[config.mk]
export PLATFORM = sky130hd
export DESIGN_NAME = rnac_top
export DESIGN_NICKNAME = d
export VERILOG_FILES = /design/src/core/rnac_pkg.sv /design/src/core/rnac_us_timer.sv /design/src/core/rnac_top.sv
export VERILOG_INCLUDE_DIRS = /design/src /design/src/core
export SDC_FILE = /design/constraint.sdc
export NUM_CORES = 1
export LEC_CHECK = 0
export BUFFER_PORTS_ARGS = -buffer_cell sky130_fd_sc_hd__buf_2
export CORE_MARGIN = 3
export CORE_UTILIZATION = 58
export CTS_BUF_LIST = sky130_fd_sc_hd__clkbuf_16
export DETAILED_ROUTE_END_ITERATION = 12
export PLACE_DENSITY = 0.81
export SETUP_SLACK_MARGIN = 0.02
export SLEW_MARGIN = 0
export SYNTH_ARGS = -nofsm -noshare
export SYNTH_HDL_FRONTEND = slang
export SYNTH_SLANG_ARGS = --single-unit
[constraint.sdc]
create_clock -name mclk -period 3.9 [get_ports mclk]
set_clock_uncertainty 0.1 [all_clocks]
set_input_delay 0.585 -clock mclk [delete_from_list [all_inputs] [get_ports mclk]]
set_output_delay 0.585 -clock mclk [all_outputs]
set_load 0.02 [all_outputs]
[src/core/rnac_params.svh]
// constants for the radio notifier and amplifier pin controller
`ifndef RNAC_PARAMS_SVH
`define RNAC_PARAMS_SVH

// ----------------------------------------------------------------
// register offsets
// ----------------------------------------------------------------
`define RNAC_OFS_CTRL     8'h00
`define RNAC_OFS_DIST     8'h04
`define RNAC_OFS_PREP     8'h08
`define RNAC_OFS_STATUS   8'h0c
`define RNAC_OFS_MASK     8'h10
`define RNAC_OFS_STATE    8'h14

// ----------------------------------------------------------------
// control field positions
// ----------------------------------------------------------------
`define RNAC_CTRL_PRE_EN   0
`define RNAC_CTRL_POST_EN  1
`define RNAC_CTRL_AMP_EN   2
`define RNAC_CTRL_TX_POL   3
`define RNAC_CTRL_RX_POL   4

// ----------------------------------------------------------------
// status field positions
// ----------------------------------------------------------------
`define RNAC_ST_PRE    0
`define RNAC_ST_POST   1
`define RNAC_ST_PREP   2

// ----------------------------------------------------------------
// reset values, lead distances in microseconds
// ----------------------------------------------------------------
`define RNAC_CTRL_RST      8'h00
`define RNAC_DIST_RST_US   16'd1740
`define RNAC_PREP_RST_US   16'd100
`define RNAC_MASK_RST      3'h0

// ----------------------------------------------------------------
// timing
// ----------------------------------------------------------------
`define RNAC_CLK_MHZ       40
`define RNAC_AMP_LEAD_US   5
`define RNAC_AMP_LEAD_CYC  (`RNAC_AMP_LEAD_US * `RNAC_CLK_MHZ)

`endif

[src/core/rnac_pkg.sv]
// types for the radio notifier and amplifier pin controller
package rnac_pkg;
   typedef enum logic [1:0] {
      RNAC_IDLE = 2'b00,
      RNAC_LEAD = 2'b01,
      RNAC_BUSY = 2'b10
   } rnac_state_e;
endpackage

[src/core/rnac_us_timer.sv]
// microsecond down counter with a one-cycle expiry pulse
`timescale 1ns/1ps
module rnac_us_timer #(
   parameter int CLK_MHZ = 40,
   parameter int W       = 16
) (
   input  wire logic         mclk,
   input  wire logic         rst_b,
   input  wire logic         load,
   input  wire logic [W-1:0] load_us,
   input  wire logic         stop,
   output logic              running,
   output logic              expired
);
   localparam int PW = $clog2(CLK_MHZ + 1);
   logic [PW-1:0] pre;
   logic [W-1:0]  count;

   if (CLK_MHZ < 1 || W < 2) begin
      $error("rnac_us_timer: bad parameters");
   end

   always_ff @(posedge mclk or negedge rst_b) begin
      if (!rst_b) begin
         pre     <= '0;
         count   <= '0;
         running <= 1'b0;
         expired <= 1'b0;
      end else begin
         expired <= 1'b0;
         if (load) begin
            pre     <= PW'(CLK_MHZ - 1);
            count   <= load_us;
            running <= (load_us != '0);
            expired <= (load_us == '0);
         end else if (stop) begin
            running <= 1'b0;
         end else if (running) begin
            if (pre != '0) begin
               pre <= pre - 1'b1;
            end else begin
               pre <= PW'(CLK_MHZ - 1);
               if (count == W'(1)) begin
                  running <= 1'b0;
                  expired <= 1'b1;
               end
               count <= count - 1'b1;
            end
         end
      end
   end
endmodule

[src/core/rnac_top.sv]
// radio activity notifier and amplifier pin controller
//
// Operation
// - pre notice before, post notice after
// - one interrupt line, pre before post
// - pre notice lead equals programmed distance
// - prep interrupt at prep lead before start
// - broadcast long lead: one pair per event
// - broadcast 800us: master gets extra pair
// - burst long lead: one pair whole burst
// - burst 1740us: slave gets extra pair
// - burst 800us may give stray pairs
// - amplifier pins idle until enabled
// - tx and rx pins, own polarity
// - pin active 5us before ready
// - disabled event releases the pins
// - short gap suppresses inner notices
`timescale 1ns/1ps
`include "rnac_params.svh"
module rnac_top
   import rnac_pkg::*;
#(
   parameter int DIST_W = 16
) (
   input  wire logic        mclk,
   input  wire logic        rst_b,
   input  wire logic [7:0]  addr,
   input  wire logic [31:0] wdata,
   input  wire logic        wr,
   input  wire logic        rd,
   output logic [31:0]      rdata,
   // scheduler announces an event: start_in_us until first rx/tx
   input  wire logic        evt_sched,
   input  wire logic [DIST_W-1:0] evt_start_us,
   input  wire logic        evt_is_tx,
   input  wire logic        evt_begin,
   input  wire logic        evt_end,
   input  wire logic        more_pending,
   input  wire logic [DIST_W-1:0] next_gap_us,
   // radio ramp is planned; ready follows after the amp lead
   input  wire logic        radio_ramp_start,
   input  wire logic        radio_disabled,
   output logic             notice_irq,
   output logic             prep_irq,
   output logic             radio_done_notice,
   output logic             tx_amp_pin,
   output logic             rx_amp_pin
);
   // refuse lead distance widths outside 12 to 16 bits
   if (DIST_W < 12 || DIST_W > 16) begin
      $error("rnac_top: DIST_W out of range");
   end

   // ----------------------------------------------------------------
   // registers
   // ----------------------------------------------------------------
   logic [7:0]        ctrl;
   logic [DIST_W-1:0] dist_us;
   logic [DIST_W-1:0] prep_us;
   logic [2:0]        status;
   logic [2:0]        mask;
   rnac_state_e       state;
   logic              in_chain;
   logic              amp_tx_on;
   logic              amp_rx_on;
   logic              ev_pre;
   logic              ev_post;
   logic              ev_prep;

   wire pre_en  = ctrl[`RNAC_CTRL_PRE_EN];
   wire post_en = ctrl[`RNAC_CTRL_POST_EN];
   wire amp_en  = ctrl[`RNAC_CTRL_AMP_EN];
   wire tx_pol  = ctrl[`RNAC_CTRL_TX_POL];
   wire rx_pol  = ctrl[`RNAC_CTRL_RX_POL];

   always_ff @(posedge mclk or negedge rst_b) begin
      if (!rst_b) begin
         ctrl    <= `RNAC_CTRL_RST;
         dist_us <= DIST_W'(`RNAC_DIST_RST_US);
         prep_us <= DIST_W'(`RNAC_PREP_RST_US);
         mask    <= `RNAC_MASK_RST;
      end else if (wr) begin
         case (addr)
            `RNAC_OFS_CTRL: ctrl    <= wdata[7:0];
            `RNAC_OFS_DIST: dist_us <= wdata[DIST_W-1:0];
            `RNAC_OFS_PREP: prep_us <= wdata[DIST_W-1:0];
            `RNAC_OFS_MASK: mask    <= wdata[2:0];
            default: ;
         endcase
      end
   end

   // ----------------------------------------------------------------
   // status and interrupts
   // ----------------------------------------------------------------
   // sticky status, set wins over write-one-to-clear
   logic [2:0] sets;
   assign sets = {ev_prep, ev_post, ev_pre};
   always_ff @(posedge mclk or negedge rst_b) begin
      if (!rst_b) begin
         status <= 3'h0;
      end else if (wr && addr == `RNAC_OFS_STATUS) begin
         status <= (status & ~wdata[2:0]) | sets;
      end else begin
         status <= status | sets;
      end
   end

   // ----------------------------------------------------------------
   // read path
   // ----------------------------------------------------------------
   always_ff @(posedge mclk or negedge rst_b) begin
      if (!rst_b) begin
         rdata <= 32'h0;
      end else if (rd) begin
         case (addr)
            `RNAC_OFS_CTRL:   rdata <= {24'h0, ctrl};
            `RNAC_OFS_DIST:   rdata <= 32'(dist_us);
            `RNAC_OFS_PREP:   rdata <= 32'(prep_us);
            `RNAC_OFS_STATUS: rdata <= {29'h0, status};
            `RNAC_OFS_MASK:   rdata <= {29'h0, mask};
            `RNAC_OFS_STATE:  rdata <= {27'h0, tx_amp_pin, rx_amp_pin,
                                        in_chain, state};
            default:          rdata <= 32'h0;
         endcase
      end else begin
         rdata <= 32'h0;
      end
   end

   // ----------------------------------------------------------------
   // lead timers
   // ----------------------------------------------------------------
   logic [DIST_W-1:0] next_pre_wait;
   logic [DIST_W-1:0] next_prep_wait;
   logic              pre_run;
   logic              pre_hit;
   logic              prep_run;
   logic              prep_hit;

   // wait so the notice lands the lead distance before first rx/tx
   always_comb begin
      next_pre_wait  = (evt_start_us > dist_us) ?
                       evt_start_us - dist_us : '0;
      next_prep_wait = (evt_start_us > prep_us) ?
                       evt_start_us - prep_us : '0;
   end

   rnac_us_timer #(.CLK_MHZ(`RNAC_CLK_MHZ), .W(DIST_W)) u_pre (
      .mclk    (mclk),
      .rst_b   (rst_b),
      .load    (evt_sched && state == RNAC_IDLE),
      .load_us (next_pre_wait),
      .stop    (1'b0),
      .running (pre_run),
      .expired (pre_hit)
   );

   rnac_us_timer #(.CLK_MHZ(`RNAC_CLK_MHZ), .W(DIST_W)) u_prep (
      .mclk    (mclk),
      .rst_b   (rst_b),
      .load    (evt_sched),
      .load_us (next_prep_wait),
      .stop    (1'b0),
      .running (prep_run),
      .expired (prep_hit)
   );

   // ----------------------------------------------------------------
   // notice sequencing
   // ----------------------------------------------------------------
   // per-event pairs follow the gap test
   // short gap keeps the chain open
   always_ff @(posedge mclk or negedge rst_b) begin
      if (!rst_b) begin
         state    <= RNAC_IDLE;
         in_chain <= 1'b0;
         ev_pre   <= 1'b0;
         ev_post  <= 1'b0;
      end else begin
         ev_pre  <= 1'b0;
         ev_post <= 1'b0;
         case (state)
            RNAC_IDLE: begin
               if (evt_sched && !in_chain) begin
                  state <= RNAC_LEAD;
               end else if (evt_begin) begin
                  // an unannounced event outside a chain still opens with its pre
                  ev_pre <= pre_en && !in_chain;
                  state  <= RNAC_BUSY;
               end
            end
            RNAC_LEAD: begin
               if (evt_end) begin
                  // a cancelled event closes without notices
                  state <= RNAC_IDLE;
               end else if (pre_hit || evt_begin) begin
                  ev_pre <= pre_en;
                  state  <= RNAC_BUSY;
               end
            end
            RNAC_BUSY: begin
               if (evt_end) begin
                  state <= RNAC_IDLE;
                  if (more_pending && next_gap_us < dist_us) begin
                     in_chain <= 1'b1;
                  end else begin
                     in_chain <= 1'b0;
                     ev_post  <= post_en;
                  end
               end
            end
            default: state <= RNAC_IDLE;
         endcase
      end
   end

   always_ff @(posedge mclk or negedge rst_b) begin
      if (!rst_b) begin
         ev_prep <= 1'b0;
      end else begin
         ev_prep <= prep_hit;
      end
   end

   // ----------------------------------------------------------------
   // interrupt outputs
   // ----------------------------------------------------------------
   // shared line, masked sticky status
   always_ff @(posedge mclk or negedge rst_b) begin
      if (!rst_b) begin
         notice_irq        <= 1'b0;
         prep_irq          <= 1'b0;
         radio_done_notice <= 1'b0;
      end else begin
         notice_irq <= |(((status | sets) & mask) &
                         (3'h1 << `RNAC_ST_PRE | 3'h1 << `RNAC_ST_POST));
         prep_irq   <= |(((status | sets) & mask) &
                         (3'h1 << `RNAC_ST_PREP));
         radio_done_notice <= ev_post;
      end
   end

   // ----------------------------------------------------------------
   // amplifier requests
   // ----------------------------------------------------------------
   // ramp start is taken as ready minus the amp lead; the external
   // timer event link issues it RNAC_AMP_LEAD_CYC cycles before ready
   always_ff @(posedge mclk or negedge rst_b) begin
      if (!rst_b) begin
         amp_tx_on <= 1'b0;
      end else if (!amp_en) begin
         amp_tx_on <= 1'b0;
      end else if (radio_disabled) begin
         amp_tx_on <= 1'b0;
      end else if (radio_ramp_start) begin
         amp_tx_on <= evt_is_tx;
      end
   end

   always_ff @(posedge mclk or negedge rst_b) begin
      if (!rst_b) begin
         amp_rx_on <= 1'b0;
      end else if (!amp_en) begin
         amp_rx_on <= 1'b0;
      end else if (radio_disabled) begin
         amp_rx_on <= 1'b0;
      end else if (radio_ramp_start) begin
         amp_rx_on <= !evt_is_tx;
      end
   end

   // ----------------------------------------------------------------
   // amplifier pin levels
   // ----------------------------------------------------------------
   // idle level is the inverse of the active polarity
   always_ff @(posedge mclk or negedge rst_b) begin
      if (!rst_b) begin
         // inactive level for the active-low reset polarity
         tx_amp_pin <= 1'b1;
      end else begin
         tx_amp_pin <= amp_tx_on ? tx_pol : !tx_pol;
      end
   end

   // rx pin follows its own polarity
   always_ff @(posedge mclk or negedge rst_b) begin
      if (!rst_b) begin
         rx_amp_pin <= 1'b1;
      end else begin
         rx_amp_pin <= amp_rx_on ? rx_pol : !rx_pol;
      end
   end
endmodule

==> results of run 1 <==
## power breakdown
group	internal, mW	total [mW]	switching (mW)	leakage [nW]
clock	0.950	1.57	0.620	0.283
sequential	1.46	1.63	0.177	1.58
combinational	0.405	0.953	0.548	2.24
total	2.81	4.16	1.34	4.10
## cells by family (layout without fill, tap and decap cells)
logic type | count (synthesis) | in the layout | share of synthesized area
and+or+nand+nor | 279 | 279 | 0.177
AOI/OAI and AO/OA | 187 | 187 | 0.154
DFF | 123 | 123 | 0.385
buffers and inverters | 96 | 178 | 0.0532
adders and majority gates | 57 | 57 | 0.0907
xor gates and xnor gates | 57 | 57 | 0.0622
muxes | 56 | 56 | 0.0772
other | 1 | 16 | 0.000467
## worst max-delay path, stage by stage, from the launching register on
cell and delay (ns):
dfrtp_1 0.42, ha_1 0.23, fa_1 0.41, nand2b_1 0.19, a211o_1 0.31, a31oi_1 0.26
a211oi_1 0.16, o21ai_0 0.28, and2_1 0.51, nand2_1 0.18, o22ai_1 0.20
## Yosys cell counts, drive strengths merged, types with 6 or more instances
master / n
clkbuf: 26
nor2: 77
a21oi: 39
nand2b: 9
xnor2: 39
nor3: 32
ha: 55
and2: 9
or3: 6
a22oi: 11
o211ai: 6
mux2: 47
nor4: 14
inv: 47
or4: 9
o21ai: 41
o21a: 11
buf: 22
a31oi: 6
nand2: 51
o22ai: 9
xor2: 18
nor2b: 10
a21o: 16
a211oi: 8
a22o: 6
dfstp: 11
dfrtp: 112
nand4: 12
mux2i: 9
nand3: 28
## cells in the final DEF, fill, tap and decap left out, types with 18 or more instances in the layout
master and count:
a21oi_1 39, nand2_1 51, mux2_2 47, xor2_1 18
nor2_1 77, dfrtp_1 112, buf_2 86, nand3_1 28
inv_1 48, o21ai_0 40, ha_1 55, nor3_1 31
xnor2_1 39
## flip-flops by register name, summed over array words and instances (netlist names), 2 cells and up
signal        cells
ctrl              8
dist_us          16
mask              3
prep_us          16
rdata            16
state             2
status            3
u_pre.count      16
u_pre.pre         6
u_prep.count     16
u_prep.pre        6
## layer usage
| metal | GRT usage | vias up | part of all wire |
|---|---|---|---|
| met2 | 0.439 | 235 | 0.48 |
| met1 | 0.374 | 3336 | 0.44 |
| met4 | 0.104 | 0 | 0.025 |
| met5 | 0 | - | 0 |
| met3 | 0.0504 | 38 | 0.055 |
| li1 | - | 3224 | - |
## through the flow
| stage | cells | hold slack (ns) | worst slack (ns) |
|---|---|---|---|
| global route | 1129 | 0.136 | 0.345 |
| detailed placement | 1097 | 0.307 | 0.374 |
| global placement | 1097 | 0.307 | 0.422 |
| floorplan | 871 | 0.189 | 0.891 |
| finish | 1129 | 0.101 | 0.553 |
| CTS | 1129 | 0.113 | 0.626 |
## path summary, 6_finish.rpt
check,start,endpoint,cells past startpoint
min in group mclk,evt_is_tx,amp_rx_on$_DFFE_PN0P_,2
worst max-delay path,dist_us[0]$_DFFE_PN0P_,u_pre.count[6]$_DFFE_PN0P_,10
worst max register to register,dist_us[0]$_DFFE_PN0P_,u_pre.count[6]$_DFFE_PN0P_,10
worst min-delay path,rst_b,u_pre.pre[2]$_DFFE_PN0P_,1
max in group asynchronous,rst_b,dist_us[9]$_DFFE_PN1P_,2
worst min register to register,ev_post$_DFF_PN0_,radio_done_notice$_DFF_PN0_,0
## layout make-up
cell class,count,share of cell area
Multi-Input combinational cell,652,0.498
Sequential cell,123,0.337
Timing Repair Buffer,98,0.0568
Clock buffer,17,0.0464
Tap cell,176,0.0240
Inverter,48,0.0197
Clock inverter,15,0.0180
==> run metrics, run 1 <==
status=finished clean; RSZ-0062 raised after global routing=no; Setup Buffers After CTS=0; syn_area_per_cell=9.38 um^2; fin nets=1080; post-route design area=0.00917 mm^2; synth top area cells=dfrtp_1 35%, ha_1 8.6%, mux2_2 6.6%; clk buf depth=2; Initial DRC Count=495; ys async rst share=1.00; dpl hpwl=14900 um; Clock Pin Slew Worst Setup and Hold Paths=0.06 ns; first-pass GRT wire length=32700 um; clock latency on the worst-skew pair=0.42 ns; Slew Viols, Final=0; clk sink count=123; Cell Area, Synth=0.00803 mm^2; worst-path fanout max=14; Synth area leader=dfrtp_1; post-cts repair resize count=0; FMAX=299 MHz; number of global-route vias before repair=6554; # Max-Cap Violations=0; Setup crit end kind=flip-flop; Final Util=0.684; Reg2Reg Setup Slack=0.55 ns; largest net degree at the start of global routing=51; I/O Pins=120; crit path kind=reg -> reg; endpoints failing hold=0; Die H=124 um; Final Setup Violations=0; antenna violations before repair=0; Required @ worst endpoint=4.13 ns; type of the worst min-delay path=in -> async; Cell Rows=42; Overflow after GRT=0; Rel. slew slack=0.409; FF+latch count, synth=123; Die W=124 um; Period minus WS final=3.35 ns; TritonRoute pass-1 iters=5; Clock Tree Root=clkbuf_16; Synth cell types=66; Initial Util=0.599; worst endpoint data arrival time=3.58 ns; pwr/cell area=453 mW/mm^2; Core Region=0.0134 mm^2; register area share after synthesis=0.385; Peak VDD IR=0.000405 V; Inserted Diodes=0; DR vias/cell=6.05; die area=0.0153 mm^2; final-layout fill cell count=1077; top_reg_cell synth=dfrtp_1; Register Area=0.00309 mm^2; Overall Power=4.16 mW; wire per inst=17.7 um; top-area cell type share of the netlist area=0.349; Placer Congestion=0.932; CTS Hold Bufs=0; CTS H-tree lvls=4; worst slew pin tran=0.880 ns; setup TNS=0 ns; Syn. warnings=0; synthesized instance count=856; vias after detailed routing=6833; Syn-to-layout area delta=14.2%; Final period util=0.858; Post-DP Area=0.00858 mm^2; CTS Buf Count=17; final WL=19900 um; EDFF count, synth=0; drt drc=0; Final ANT Viol Nets=0; Port Buffer Count=87; leakage=4.10 nW; Startpoint Class=flip-flop; CTS tree=yes; layout cells sized above 1=0.207; area occupied by multi-input gates=0.00456 mm^2; total track usage=0.275
(Power assumes the default switching activity.)
==> inputs of run 2 (changes only) <==
--- a/config.mk
+++ b/config.mk
@@ -9,7 +9,9 @@
 export BUFFER_PORTS_ARGS = -buffer_cell sky130_fd_sc_hd__buf_2
+export CELL_PAD_IN_SITES_DETAIL_PLACEMENT = 0
+export CELL_PAD_IN_SITES_GLOBAL_PLACEMENT = 1
 export CORE_MARGIN = 3
-export CORE_UTILIZATION = 58
+export CORE_UTILIZATION = 45
 export CTS_BUF_LIST = sky130_fd_sc_hd__clkbuf_16
 export DETAILED_ROUTE_END_ITERATION = 12
-export PLACE_DENSITY = 0.81
+export PLACE_DENSITY_LB_ADDON = 0.1
 export SETUP_SLACK_MARGIN = 0.02
==> constraint.sdc (replaced) <==
create_clock -name mclk -period 3.9 [get_ports mclk]
set_clock_uncertainty 0.1 [all_clocks]
set_input_delay 0.39 -clock mclk [delete_from_list [all_inputs] [get_ports mclk]]
set_output_delay 0.39 -clock mclk [all_outputs]
set_load 0.005 [all_outputs]
==> run metrics, run 2 (synthesis results as in run 1) <==
number of global-route vias before repair=6826 (+4.2%); most frequent cells in the layout=112 x dfrtp_1, 86 x buf_2, 77 x nor2_1, 55 x ha_1, 51 x nand2_1; drt drc=0 (unchanged); worst-path fanout max=14 (unchanged); final WL=21400 um (+7.3%); Post-Layout Cell Count=1176 (+4.2%); Initial Util=0.462 (-0.137); TritonRoute pass-1 iters=5 (unchanged); Final Setup Violations=0 (unchanged); Die W=140 um (+13%); final-layout fill cell count=1616 (+50%); leakage=4.10 nW (+0.13%); total track usage=0.223 (-0.0515); Syn-to-layout area delta=15.4%; Place WS=0.371 ns (-0.00275 ns); Initial DRC Count=412 (-17%); DR vias/cell=5.64 (-6.9%); type of the worst min-delay path=in -> reg; antenna violations before repair=0 (unchanged); Die H=140 um (+13%); Required @ worst endpoint=4.13 ns (about the same); endpoints failing hold=0 (unchanged); Clk pwr share=0.395 (+0.017); CTS Buf Count=17 (unchanged); post-cts repair resize count=0 (unchanged); worst slew pin tran=0.847 ns (-0.0333 ns); die area=0.0195 mm^2 (+27%); clk sink count=123 (unchanged); I/O Pins=120 (unchanged); Slew Viols, Final=0 (unchanged); fin nets=1078 (-0.19%); beginning of the critical path=dist_us[0]$_DFFE_PN0P_; CTS tree=yes; Port Buffer Count=87 (unchanged); clock latency on the worst-skew pair=0.42 ns (about the same); Sw Share=0.313 (-0.0109); crit path kind=reg -> reg; Final period util=0.896 (+0.0377); clk buf depth=2 (unchanged); status=finished clean; Comb pwr share=0.222 (-0.007); largest net degree at the start of global routing=64 (+25%); setup ws final=0.406 ns (-0.147 ns); Clock Tree Root=clkbuf_16; RR Startpoint=dist_us[0]$_DFFE_PN0P_; Inserted Diodes=0 (unchanged); HP Start=evt_is_tx; Final ANT Viol Nets=0 (unchanged); internal cell power=2.93 mW (+4.2%); setup TNS=0 ns (unchanged); vias after detailed routing=6627 (-3.0%); dpl hpwl=16500 um (+11%); Peak VDD IR=0.000315 V (-22%); Clock Pin Slew Worst Setup and Hold Paths=0.06 ns (about the same); Setup crit end kind=flip-flop; number of cells after detailed placement=1143 (+4.2%); Cell Rows=48 (+14%); Rel. slew slack=0.434 (+0.0253); wire per inst=18.2 um (+3.0%); Startpoint Class=flip-flop; CTS H-tree lvls=4 (unchanged); Hold Path Stages=2; # Max-Cap Violations=0 (unchanged); reg2reg path depth=10 (unchanged); sw power=1.33 mW (-0.86%); Placer Congestion=0.886 (-5.0%); RSZ-0062 raised after global routing=no; Core Region=0.0174 mm^2 (+30%); FMAX=286 MHz (-4.2%); first-pass GRT wire length=35100 um (+7.4%); Overflow after GRT=0 (unchanged); layout cells sized above 1=0.204 (-0.00272); worst endpoint data arrival time=3.73 ns (+0.15 ns); Setup Buffers After CTS=0 (unchanged); Period minus WS final=3.49 ns (+0.147 ns); pwr/cell area=460 mW/mm^2 (+1.5%); Seq pwr share=0.383 (-0.010); commonest non-fill, non-tap cell in the layout=dfrtp_1
run 2: changes by cell type in the layout (fill, tap and decap cells not counted), sizes merged:
| cell | before | now |
|---|---|---|
| dlygate4sd3 | 0 | 1 |
| buf | 98 | 95 |
| bufinv | 2 | 4 |
| inv | 53 | 48 |
| clkinv | 5 | 7 |
| clkinvlp | 3 | 4 |
run 2: power by group through the flow:
stage / logic (mW) / clock network [mW] / registers [mW]
floorplan: 0.701 / 0 / 1.59
global placement: 0.904 / 0 / 1.64
detailed placement: 0.936 / 0 / 1.65
CTS: 0.947 / 1.71 / 1.63
global route: 1.06 / 1.77 / 1.66
finish: 0.946 / 1.68 / 1.63
run 2: critical path: stages, from the launching register on:
cell and delay (ns):
dfrtp_1 0.41, ha_1 0.22, fa_1 0.40, nand2b_1 0.18, a211o_1 0.33, a31oi_1 0.33
a211oi_1 0.18, o21ai_0 0.37, and2_1 0.51, nand2_1 0.19, o22ai_1 0.19
run 2: path summary, 6_finish.rpt:
kind,to,slack (ns)
setup / recovery,u_pre.count[6]$_DFFE_PN0P_,0.41
hold / removal,amp_rx_on$_DFFE_PN0P_,0.06
setup reg to reg,u_pre.count[6]$_DFFE_PN0P_,0.41
hold reg to reg,radio_done_notice$_DFF_PN0_,0.32
max in group asynchronous,dist_us[2]$_DFFE_PN1P_,2.36
min in group asynchronous,u_prep.count[14]$_DFFE_PN0P_,0.49
run 2: layout make-up:
| class | instances | area, um^2 | area share |
|---|---|---|---|
| Timing Repair Buffer | 96 | 520 | 0.0562 |
| Clock inverter | 15 | 199 | 0.0215 |
| Multi-Input combinational cell | 652 | 4560 | 0.493 |
| Inverter | 48 | 180 | 0.0195 |
| Clock buffer | 17 | 425 | 0.0459 |
| Sequential cell | 123 | 3090 | 0.334 |
| Tap cell | 225 | 282 | 0.0304 |
run 2: per-layer routing:
layer  share of wire  vias to the layer above  wire length, um  GRT usage
met5               0                        -                0          0
met4           0.022                        0              463     0.0724
met3           0.038                       28              821     0.0440
met2            0.47                      161            10000      0.359
met1            0.47                     3211            10100      0.305
li1                -                     3227                -          -
run 2: stage by stage:
stage | power (mW) | util | area [um^2] | hold slack [ns]
after floorplan | 2.29 | - | 8080 | -0.00559
after global placement | 2.54 | 0.497 | 8630 | 0.299
after detailed placement | 2.59 | 0.497 | 8630 | 0.312
after CTS | 4.29 | 0.534 | 9260 | 0.0459
after global routing | 4.50 | 0.534 | 9260 | 0.0654
final | 4.26 | 0.534 | 9260 | 0.0608
run 2: repair_timing:
action	CTS	global route
setup endpoints to repair	0	0
hold buffers	1	0
endpoints found under the hold margin	51	0
==> inputs of run 3 (changes only) <==
Settings changed: CORE_UTILIZATION 45 to 43.
==> run metrics, run 3 (synthesis results as in run 1) <==
status=finished clean; crit path kind=reg -> reg; wl on met1=10200 um (+1.3%); Seq pwr share=0.396 (+0.013); CTS Hold Bufs=1 (unchanged); setup TNS=0 ns (unchanged); Period minus WS final=3.41 ns (-0.0849 ns); post-cts repair resize count=0 (unchanged); die area=0.0203 mm^2 (+4.4%); largest net degree at the start of global routing=63 (-1.6%); clk sink count=123 (unchanged); met2 routed WL=10200 um (+1.7%); Rel. slew slack=0.450 (+0.0165); Peak VDD IR=0.000307 V (-2.4%); CTS H-tree lvls=4 (unchanged); RSZ-0062 raised after global routing=no; dpl hpwl=16700 um (+1.0%); Die W=143 um (+2.2%); CP peak stage delay=0.41 ns (-0.10 ns); fin nets=1077 (-0.093%); Setup Buffers After CTS=0 (unchanged); post-route design area=0.00921 mm^2 (-0.54%); vias after detailed routing=6577 (-0.75%); Comb pwr share=0.228 (+0.006); Port Buffer Count=87 (unchanged); Slew Viols, Final=0 (unchanged); number of global-route vias before repair=6731 (-1.4%); CTS Buf Count=17 (unchanged); antenna violations before repair=0 (unchanged); Sw Share=0.323 (+0.0101); Syn-to-layout area delta=14.8%; clk buf depth=2 (unchanged); Clock Pin Slew Worst Setup and Hold Paths=0.06 ns (about the same); endpoints failing hold=0 (unchanged); FMAX=293 MHz (+2.5%); worst slew pin tran=0.824 ns (-0.0227 ns); Overall Power=4.13 mW (-3.1%); most frequent cells in the layout=112 x dfrtp_1, 86 x buf_2, 77 x nor2_1, 55 x ha_1, 51 x nand2_1; type of the worst min-delay path=in -> reg; I/O Pins=120 (unchanged); most used cell, CP=a21oi_1; Startpoint Class=flip-flop; Register Area=0.00309 mm^2 (unchanged); clock latency on the worst-skew pair=0.43 ns (about the same); Required @ worst endpoint=4.14 ns (about the same); number of cells after detailed placement=1146 (+0.26%); sw power=1.33 mW (about the same); Initial Util=0.442 (-0.0202); TritonRoute pass-1 iters=5 (unchanged); drt drc=0 (unchanged); worst-path fanout max=9 (-5); internal cell power=2.80 mW (-4.5%); Clock Tree Root=clkbuf_16; Top Metal Used=met4; Clk pwr share=0.376 (-0.019); Initial DRC Count=354 (-14%); pwr/cell area=448 mW/mm^2 (-2.6%); Worst path slowest cell=dfrtp_1; Core Region=0.0181 mm^2 (+4.6%); CP Cell Sequence=ha_1, fa_1, nand2b_1, a211o_1, a31oi_1, a211oi_1, o21ai_0, and2_1, buf_4, a21oi_1, a21oi_1; # Max-Cap Violations=0 (unchanged); Post-DP Area=0.00863 mm^2 (about the same); Place WS=0.422 ns (+0.0503 ns); Overflow after GRT=0 (unchanged); leakage=4.09 nW (-0.38%); CTS tree=yes; Placer Congestion=0.861 (-2.9%); DR vias/cell=5.58 (-1.0%); worst endpoint data arrival time=3.65 ns (-0.08 ns); layout cells sized above 1=0.202 (-0.00189); met3 wire len=768 um (-6.5%); final WL=21600 um (+1.1%); Final Setup Violations=0 (unchanged); setup ws final=0.491 ns (+0.0849 ns); area occupied by multi-input gates=0.00456 mm^2 (unchanged); final-layout fill cell count=1734 (+7.3%); Die H=143 um (+2.2%); Post-Layout Cell Count=1179 (+0.26%); Final ANT Viol Nets=0 (unchanged); Cell Rows=49 (+2.1%); wire per inst=18.3 um (+0.84%); Setup crit end kind=flip-flop; Inserted Diodes=0 (unchanged); Final period util=0.874 (-0.0218); commonest non-fill, non-tap cell in the layout=dfrtp_1; first-pass GRT wire length=35200 um (+0.16%); total track usage=0.217 (-0.00623)
run 3: changes by cell type in the layout (fill, tap and decap cells not counted), sizes merged:
cell,before,now
buf,95,94
bufinv,4,2
clkinv,7,12
clkinvlp,4,1
run 3: path summary, 6_finish.rpt:
path	cells after the start	slack, ns	endpoint	startpoint
worst max-delay path	11	0.49	u_pre.count[11]$_DFFE_PN0P_	dist_us[0]$_DFFE_PN0P_
min in group asynchronous	2	0.49	u_prep.pre[0]$_DFFE_PN0P_	rst_b
worst min-delay path	2	0.07	amp_rx_on$_DFFE_PN0P_	evt_is_tx
max in group asynchronous	3	2.36	dist_us[7]$_DFFE_PN1P_	rst_b
worst max register to register	11	0.49	u_pre.count[11]$_DFFE_PN0P_	dist_us[0]$_DFFE_PN0P_
worst min register to register	0	0.31	ev_prep$_DFF_PN0_	u_prep.expired$_DFF_PN0_
run 3: area by class of cell:
class | instances | area share
Clock buffer | 17 | 0.0462
Clock inverter | 15 | 0.0164
Inverter | 48 | 0.0196
Multi-Input combinational cell | 652 | 0.495
Sequential cell | 123 | 0.336
Tap cell | 229 | 0.0311
Timing Repair Buffer | 95 | 0.0557
run 3: through the flow:
| stage | utilization | hold WS, ns |
|---|---|---|
| after detailed placement | 0.475 | 0.297 |
| after global routing | 0.508 | 0.0727 |
| final | 0.508 | 0.0664 |
| after floorplan | - | -0.00559 |
| after global placement | 0.475 | 0.295 |
| after CTS | 0.508 | 0.0608 |
run 3: layer usage:
layer | global-route usage | vias to the layer above
li1 | - | 3221
met1 | 0.304 | 3180
met2 | 0.342 | 142
met3 | 0.0365 | 34
met4 | 0.0725 | 0
met5 | 0 | -
run 3: power by group through the flow:
stage / clock [mW] / sequential [mW] / combinational [mW]
finish: 1.55 / 1.64 / 0.941
global route: 1.64 / 1.66 / 1.05
CTS: 1.58 / 1.63 / 0.940
detailed placement: 0 / 1.65 / 0.929
global placement: 0 / 1.64 / 0.911
floorplan: 0 / 1.59 / 0.701
run 3: critical path, delay by kind of cell (launching register included):
family / cells / cell delay [ns]
AOI/OAI and AO/OA: 6 / 1.38
adders and majority gates: 2 / 0.64
and+or+nand+nor: 2 / 0.59
DFF: 1 / 0.41
buffers and inverters: 1 / 0.22
